### src/common/wtu_pkg.sv
// package: constants and types for the watchdog timeout unit
`default_nettype none
package wtu_pkg;
  // register byte offsets
  localparam logic [7:0] OFF_OPTION = 8'h00;
  localparam logic [7:0] OFF_STATUS = 8'h04;
  localparam logic [7:0] OFF_CMD = 8'h08;
  // option register fields
  localparam logic [7:0] OPTION_RST = 8'hFF;
  localparam int PSA_BIT = 3;
  localparam int PS_LSB = 0;
  localparam int PS_W = 3;
  // status register fields
  localparam int STAT_TO_BIT = 0;
  localparam int STAT_SLEEP_BIT = 1;
  // command register fields (write one to execute)
  localparam int CMD_CLRWDG_BIT = 0;
  localparam int CMD_SLEEP_BIT = 1;
  // base time-out
  localparam int WDG_PERIOD_US = 18000;
  localparam int WDG_OSC_KHZ = 128;
  localparam int WDG_BASE_TICKS = (WDG_PERIOD_US * WDG_OSC_KHZ) / 1000;
  localparam int BASE_W = 12;
  localparam int POST_W = 8;
  localparam logic [BASE_W-1:0] BASE_LAST = BASE_W'(WDG_BASE_TICKS - 1);
  typedef struct packed {
    logic reset_req;
    logic wake;
  } wtu_evt_t;
endpackage : wtu_pkg
`default_nettype wire

### src/design/wtu_top.sv
// design: watchdog timeout unit with apb register access
// Function
// counts on its own oscillator, ignoring sleep
// time-out while running resets the device
// time-out in sleep wakes the device
// configuration setting disables watchdog permanently
// base time-out about 18 ms of oscillator
// option register assigns postscaler up to 1:128
// clear and sleep commands clear counters
// every time-out clears the time-out flag
// three-bit power-of-two ratio, shared with timer
`default_nettype none
module wtu_top (
  // apb clock and reset
  input wire logic pclk,
  input wire logic presetn,
  // apb slave
  input wire logic psel,
  input wire logic penable,
  input wire logic pwrite,
  input wire logic [7:0] paddr,
  input wire logic [31:0] pwdata,
  output logic [31:0] prdata,
  output logic pready,
  output logic pslverr,
  // watchdog oscillator and configuration pins
  input wire logic wdg_osc_in,
  input wire logic cfg_wdg_enable,
  // timer prescaler path
  input wire logic tmr_src_tick,
  output logic tmr_prescale_tick,
  // device events and state
  output wtu_pkg::wtu_evt_t evt,
  output logic sleeping
);
  logic osc_s1_r, osc_s2_r, osc_s3_r;
  logic en_s1_r, en_s2_r;
  logic [wtu_pkg::BASE_W-1:0] base_r, base_nxt;
  logic [wtu_pkg::POST_W-1:0] post_r, post_nxt;
  logic [7:0] opt_r, opt_nxt;
  logic to_n_r, to_n_nxt;
  logic sleep_r, sleep_nxt;
  logic rst_r, rst_nxt, wake_r, wake_nxt, ptick_r, ptick_nxt;
  logic [31:0] prdata_r, prdata_nxt;
  logic tick, wr, ovf, timeout, clr, do_sleep, psa, mapped;
  logic [wtu_pkg::PS_W-1:0] ps;
  logic [8:0] wdg_lim, tmr_lim;

  // oscillator edge becomes a one-cycle tick; core sleep does not gate it
  assign tick = osc_s2_r & ~osc_s3_r;
  assign wr = psel & penable & pwrite;
  assign clr = wr && paddr == wtu_pkg::OFF_CMD && pwdata[wtu_pkg::CMD_CLRWDG_BIT];
  assign do_sleep = wr && paddr == wtu_pkg::OFF_CMD && pwdata[wtu_pkg::CMD_SLEEP_BIT];
  assign psa = opt_r[wtu_pkg::PSA_BIT];
  assign ps = opt_r[wtu_pkg::PS_LSB +: wtu_pkg::PS_W];
  assign wdg_lim = (9'h001 << ps) - 9'h001;
  assign tmr_lim = (9'h002 << ps) - 9'h001;
  assign ovf = en_s2_r && tick && base_r == wtu_pkg::BASE_LAST;
  // a count left above a lowered ratio expires at the next base overflow
  assign timeout = ovf && (!psa || post_r >= wdg_lim[7:0]);
  assign mapped = paddr == wtu_pkg::OFF_OPTION || paddr == wtu_pkg::OFF_STATUS || paddr == wtu_pkg::OFF_CMD;

  always_comb begin
    base_nxt = base_r;
    post_nxt = post_r;
    opt_nxt = opt_r;
    to_n_nxt = to_n_r;
    sleep_nxt = sleep_r;
    rst_nxt = 1'b0;
    wake_nxt = 1'b0;
    ptick_nxt = 1'b0;
    prdata_nxt = prdata_r;
    if (wr && paddr == wtu_pkg::OFF_OPTION) begin
      opt_nxt = pwdata[7:0];
    end
    if (!en_s2_r) begin
      base_nxt = '0;
    end else if (tick) begin
      base_nxt = ovf ? '0 : base_r + 1'b1;
    end
    if (psa) begin
      if (ovf) begin
        post_nxt = timeout ? '0 : post_r + 1'b1;
      end
    end else if (tmr_src_tick) begin
      ptick_nxt = post_r >= tmr_lim[7:0];
      post_nxt = ptick_nxt ? '0 : post_r + 1'b1;
    end
    if (clr || do_sleep) begin
      to_n_nxt = 1'b1;
      base_nxt = '0;
      if (psa) begin
        post_nxt = '0;
      end
    end
    if (do_sleep) begin
      sleep_nxt = 1'b1;
    end
    // time-out beats a clear or sleep arriving in the same cycle
    if (timeout) begin
      to_n_nxt = 1'b0;
      base_nxt = '0;
      if (sleep_r) begin
        wake_nxt = 1'b1;
        sleep_nxt = 1'b0;
      end else begin
        rst_nxt = 1'b1;
      end
    end
    if (psel && !penable) begin
      if (paddr == wtu_pkg::OFF_OPTION) begin
        prdata_nxt = {24'h000000, opt_r};
      end else if (paddr == wtu_pkg::OFF_STATUS) begin
        prdata_nxt = '0;
        prdata_nxt[wtu_pkg::STAT_TO_BIT] = to_n_r;
        prdata_nxt[wtu_pkg::STAT_SLEEP_BIT] = sleep_r;
      end else begin
        prdata_nxt = '0;
      end
    end
  end

  always_ff @(posedge pclk or negedge presetn) begin
    if (!presetn) begin
      osc_s1_r <= 1'b0;
      osc_s2_r <= 1'b0;
      osc_s3_r <= 1'b0;
      en_s1_r <= 1'b0;
      en_s2_r <= 1'b0;
      base_r <= '0;
      post_r <= '0;
      opt_r <= wtu_pkg::OPTION_RST;
      to_n_r <= 1'b1;
      sleep_r <= 1'b0;
      rst_r <= 1'b0;
      wake_r <= 1'b0;
      ptick_r <= 1'b0;
      prdata_r <= '0;
    end else begin
      osc_s1_r <= wdg_osc_in;
      osc_s2_r <= osc_s1_r;
      osc_s3_r <= osc_s2_r;
      en_s1_r <= cfg_wdg_enable;
      en_s2_r <= en_s1_r;
      base_r <= base_nxt;
      post_r <= post_nxt;
      opt_r <= opt_nxt;
      to_n_r <= to_n_nxt;
      sleep_r <= sleep_nxt;
      rst_r <= rst_nxt;
      wake_r <= wake_nxt;
      ptick_r <= ptick_nxt;
      prdata_r <= prdata_nxt;
    end
  end

  assign prdata = prdata_r;
  assign pready = 1'b1;
  assign pslverr = psel & penable & ~mapped;
  assign evt = wtu_pkg::wtu_evt_t'{reset_req: rst_r, wake: wake_r};
  assign sleeping = sleep_r;
  assign tmr_prescale_tick = ptick_r;
endmodule : wtu_top
`default_nettype wire

### config.mk
export PLATFORM = sky130hd
export DESIGN_NAME = wtu_top
export DESIGN_NICKNAME = d
export VERILOG_FILES = /design/src/common/wtu_pkg.sv /design/src/design/wtu_top.sv
export SDC_FILE = /design/constraint.sdc
export NUM_CORES = 1
export LEC_CHECK = 0
export ABC_CLOCK_PERIOD_IN_PS = 3000
export BUFFER_PORTS_ARGS = -buffer_cell sky130_fd_sc_hd__buf_2
export CORE_UTILIZATION = 50
export CTS_BUF_LIST = sky130_fd_sc_hd__clkbuf_4
export CTS_CLUSTER_SIZE = 20
export DETAILED_ROUTE_END_ITERATION = 7
export PLACE_DENSITY = 0.76
export SETUP_SLACK_MARGIN = 0.4
export SYNTH_ARGS = -nofsm -noshare
export SYNTH_HDL_FRONTEND = slang
export SYNTH_SLANG_ARGS = --single-unit
export TNS_END_PERCENT = 10
### constraint.sdc
create_clock -name pclk -period 3 [get_ports pclk]
set_input_delay 0.15 -clock pclk [delete_from_list [all_inputs] [get_ports pclk]]
set_output_delay 0.15 -clock pclk [all_outputs]
set_load 0.01 [all_outputs]
After elaboration in Yosys (flattened, before gate mapping)

Cells that the tools add are included.

Shifts and indexed selects: 2
$lt $le $gt $ge: 2
Mux-type cells: 25
Bitwise operators: 6
Add/sub/neg operators: 4
Reduce and logical (&&, ||, !) cells: 16
Equality and inequality tests: 4

Operators by type and width:

| kind                  | number |
|---|---|
| $mux 8                | 8 |
| $mux 12               | 5 |
| $ge 8x8->1            | 2 |
| $sub 8x1->8 const B   | 2 |
| $add 12x1->12 const B | 1 |
| $eq 12x12->1 const B  | 1 |
| $mux 1                | 11 |
| $add 8x1->8 const B   | 1 |
| $eq 8x3->1 const B    | 1 |
| $eq 8x4->1 const B    | 1 |
| $logic_and 1x1->1     | 8 |
| $logic_not 8->1       | 1 |
| $shl 1x3->8 const A   | 1 |
| $shl 2x3->8 const A   | 1 |
| $and 1x1->1           | 4 |
| $logic_or 1x1->1      | 4 |
| $ne 4x1->1 const B    | 1 |
| $logic_not 1->1       | 2 |
| $mux 2                | 1 |
| $not 1->1             | 2 |
| $reduce_bool 2->1     | 1 |

Output and inout port bits: 38
Word-level logic and storage cells: 73
Register bits: 70

Logic depth before layout (Yosys ltp)

Depth after elaboration: 10
Depth in mapped cells: 9
Mapped depth without buffers: 8

Worst setup path after synthesis

OpenSTA, ideal clock, no wires.

Kind: flip-flop to flip-flop
From: register opt_r[2]
To: register with a tool-made name
Data arrival time: 2.364 ns
Buffers on the path: 1
Data required time: 2.899 ns
Slack: 0.535 ns
Stages on the path, launching flop included: 9
Cell sequence: dfstp_2 clkbuf_1 or3_1 ha_1 nand2b_1 a2111o_1 a31oi_1 a22oi_2 o311ai_2

RTL lines:

| what                   | line           | text |
|---|---|---|
| from (decl)            | wtu_top.sv:40  | `logic [7:0] opt_r, opt_nxt;` |
| from (signal assigned) | wtu_top.sv:132 | `opt_r <= wtu_pkg::OPTION_RST;` |
| from (signal assigned) | wtu_top.sv:147 | `opt_r <= opt_nxt;` |

==> results by group <==
CTS
  • Clock Latency Late Sink: between 0.3 and 0.4 ns
  • H-tree Lvls: 2
  • CTS Buf Count: 5
  • Clk root buf: clkbuf_4
  • Worst-path clk slew: between 0.1 and 0.15 ns
  • Clock Path Buffers: 2
  • Clock Sinks: 46
  • CTS tree: done

GRT
  • First-pass GRT wire length: 9250 µm
  • Largest net degree at the start of global routing: 47
  • Vias in the first global route: approximately 2000
  • GRT Resource Usage Total: about a fifth
  • Grt total ovfl: 0
  • Initial antenna violation count: 0

Routing
  • Drt first-iter violations: between 70 and 80
  • Via count: around 2200
  • Post-route ant nets: 0
  • DRC errors left: 0
  • Vias per cell: roughly 5.5
  • WL/cell: around 13 µm
  • WL final: 5370 µm
  • First-pass DRT Iterations: 4

Power and ir drop
  • PwrDens: between 400 and 500 nW/µm²
  • VDD IR max: approximately 0.00031 V
  • Static Leak: between 1 and 1.5 nW
  • Overall Power: 1.34 mW

Worst setup path
  • Crit end category: flip-flop
  • Cell family with most CP delay: compound AO/OA/AOI/OAI gates
  • Critical Path Max Stage Delay: about 0.47 ns
  • Crit-path cells: or3_1 > ha_1 > nand2b_1 > a2111o_1 > a31oi_4 > a22oi_2 > o311ai_2
  • CP max FO: 8
  • Buf/Inv on CP: 0
  • CP max stage cell: a2111o_1
  • Crit Path Category: reg2reg
  • Crit path launch type: flip-flop
  • WP data arrival: between 2 and 3 ns
  • CP required: 3.28 ns

STA
  • Final worst setup slack: ~0.56 ns
  • Clock skew: about 0.0088 ns
  • Final Hold Viols: 0
  • WHS: around 0.015 ns
  • Final Setup Violations: 0
  • Relative slew slack: roughly a third
  • RSZ-0062 raised after global routing: no
  • Fmax: ~410 MHz
  • Minimum clock period: around 2.4 ns
  • Final period util: 81.3%
  • Setup_tns: 0 ns
  • Slew @ Worst Pin: between 0.9 and 1 ns
  • Pins over their slew limit: 0

Finish
  • Area Overhead vs Synth: 11.5%
  • Fillers: between 400 and 500
  • ANT cells: 0
  • Nets: just under 400
  • Share of cells above drive strength 1: 22.4%
  • Design Area, Final: 3090 µm²

Logic synthesis
  • Synth warn: 0
  • Top_reg_cell synth: dfrtp_1
  • Top cells by area, synth: dfrtp_1 (33%), dfstp_2 (8.5%), ha_1 (7.7%)
  • Top-area cell type share of the netlist area: 33.5%
  • Commonest cells in the synthesized netlist: dfrtp_1 (37), buf_4 (27), nor2_1 (23)
  • Unique masters post-synth: 51
  • Synthesized area: roughly 2800 µm²
  • Post-synth EDFFs: 0
  • Mean area per synthesized cell: slightly below 10 µm²
  • Number of synthesized register bits: between 40 and 50
  • Post-synth ARST share: 100%
  • Area leader, netlist: dfrtp_1
  • Syn Inst Count: between 200 and 300
  • Sequential fraction of the synthesis area: a little over two fifths
  • Count leader, synth: dfrtp_1

Floorplanning
  • Site Rows: 26
  • Io pins: 86
  • Core ar.: between 5000 and 6000 µm²
  • Initial Util: between 50 and 60%
  • Die Ht: approximately 76 µm
  • Die Area: roughly 5800 µm²
  • Horiz. Die Dim: approximately 76 µm

Status
  • Outcome: complete, no violations

Placement
  • Placed instance area: about 2900 µm²
  • GP Congestion: about 0.82
  • Post-DP HPWL: roughly 3900 µm
  • Place WS: around 0.32 ns
  • I/O Buffers: 36

Job
  • MaxCap Viol Count: 0

Min path
  • Hold Crit Class: in2reg
-- where the power goes --
group | switching [mW] | internal, mW | leakage [nW]
logic | 0.182 | 0.153 | 0.826
registers | 0.0447 | 0.654 | 0.593
clock network | 0.206 | 0.101 | 0.0279
-- timing repair --
| action | in CTS | in global routing |
|---|---|---|
| pin swaps | 0 | 2 |
| endpoints found under the setup margin | 2 | 8 |
| endpoints found under the hold margin | 42 | 2 |
| buffers inserted | 0 | 3 |
| gates resized for setup | 2 | 1 |
| hold buffers | 6 | 2 |
-- cell type report --
type	instances	area, µm²	area share [%]
Clock buffer	6	45.0	1.46
Clock inverter	2	15.0	0.486
Inverter	8	30.0	0.973
Multi-Input combinational cell	220	1460	47.2
Sequential cell	46	1160	37.7
Tap cell	70	87.6	2.84
Timing Repair Buffer	48	290	9.40
-- logic make-up (layout without fill, tap and decap cells) --
logic type | after synthesis | in the layout | share of synthesized area [%]
buffers and inverters | 41 | 64 | 9.36
DFF | 46 | 46 | 42.0
adders and majority gates | 17 | 17 | 7.69
muxes | 11 | 11 | 4.34
and+or+nand+nor | 100 | 100 | 19.6
other | 2 | 26 | 0.271
xor gates and xnor gates | 3 | 3 | 0.950
AOI/OAI and AO/OA | 63 | 63 | 15.8
-- stage by stage --
step           cells  util [%]
3_5_place_dp     381      55.8
3_3_place_gp     381      55.8
6_report         400      59.3
4_1_cts          395      58.4
2_1_floorplan    307         -
5_1_grt          400      59.3
-- worst paths after layout --
| kind | startpoint | to | slack, ns | cells past startpoint |
|---|---|---|---|---|
| max | opt_r[1] | flip-flop | 0.56 | 7 |
| min | pwdata[2] | opt_r[2] | 0.01 | 2 |
| max reg2reg | opt_r[1] | flip-flop | 0.56 | 7 |
| min reg2reg | en_s1_r | en_s2_r | 0.37 | 0 |
| max in group asynchronous | presetn | asynchronous set/reset pin | 1.89 | 2 |
| min in group asynchronous | presetn | prdata[2] | 0.50 | 2 |
-- cell usage in the layout, fill, tap and decap left out, types with 2 or more instances in the layout --
master	netlist	final
dfrtp_1	37	37
buf_2	3	36
conb_1	2	26
nor2_1	23	23
ha_1	17	17
a21oi_1	16	16
nand2_1	14	14
o21ai_0	14	14
nand3_1	11	11
a22o_1	9	9
dfstp_2	9	9
inv_1	8	8
mux2_2	8	8
dlygate4sd3_1	0	8
and2_1	7	7
nand4_1	6	6
o2bb2ai_1	6	6
clkbuf_4	0	6
nor3_1	5	5
nor2b_1	5	5
and3_1	5	5
nand2b_1	4	4
buf_4	27	4
or4_1	3	3
xor2_1	3	3
mux2i_1	3	3
or3_1	2	2
or2_2	2	2
and4_1	2	2
o2111ai_1	2	2
a21boi_0	2	2
nor2_2	2	2
nor4_1	2	2
nor3b_1	2	2
clkinvlp_4	0	2
-- metal layers --
layer / GRT usage, % / up-vias / part of all wire [%]
met2: 32.2 / 78 / 46
met4: 7.31 / 0 / 1.8
met3: 5.15 / 12 / 6.3
li1: - / 1066 / -
met5: 0 / - / 0
met1: 24.9 / 1025 / 46
Power figures use the tool's default switching activity.
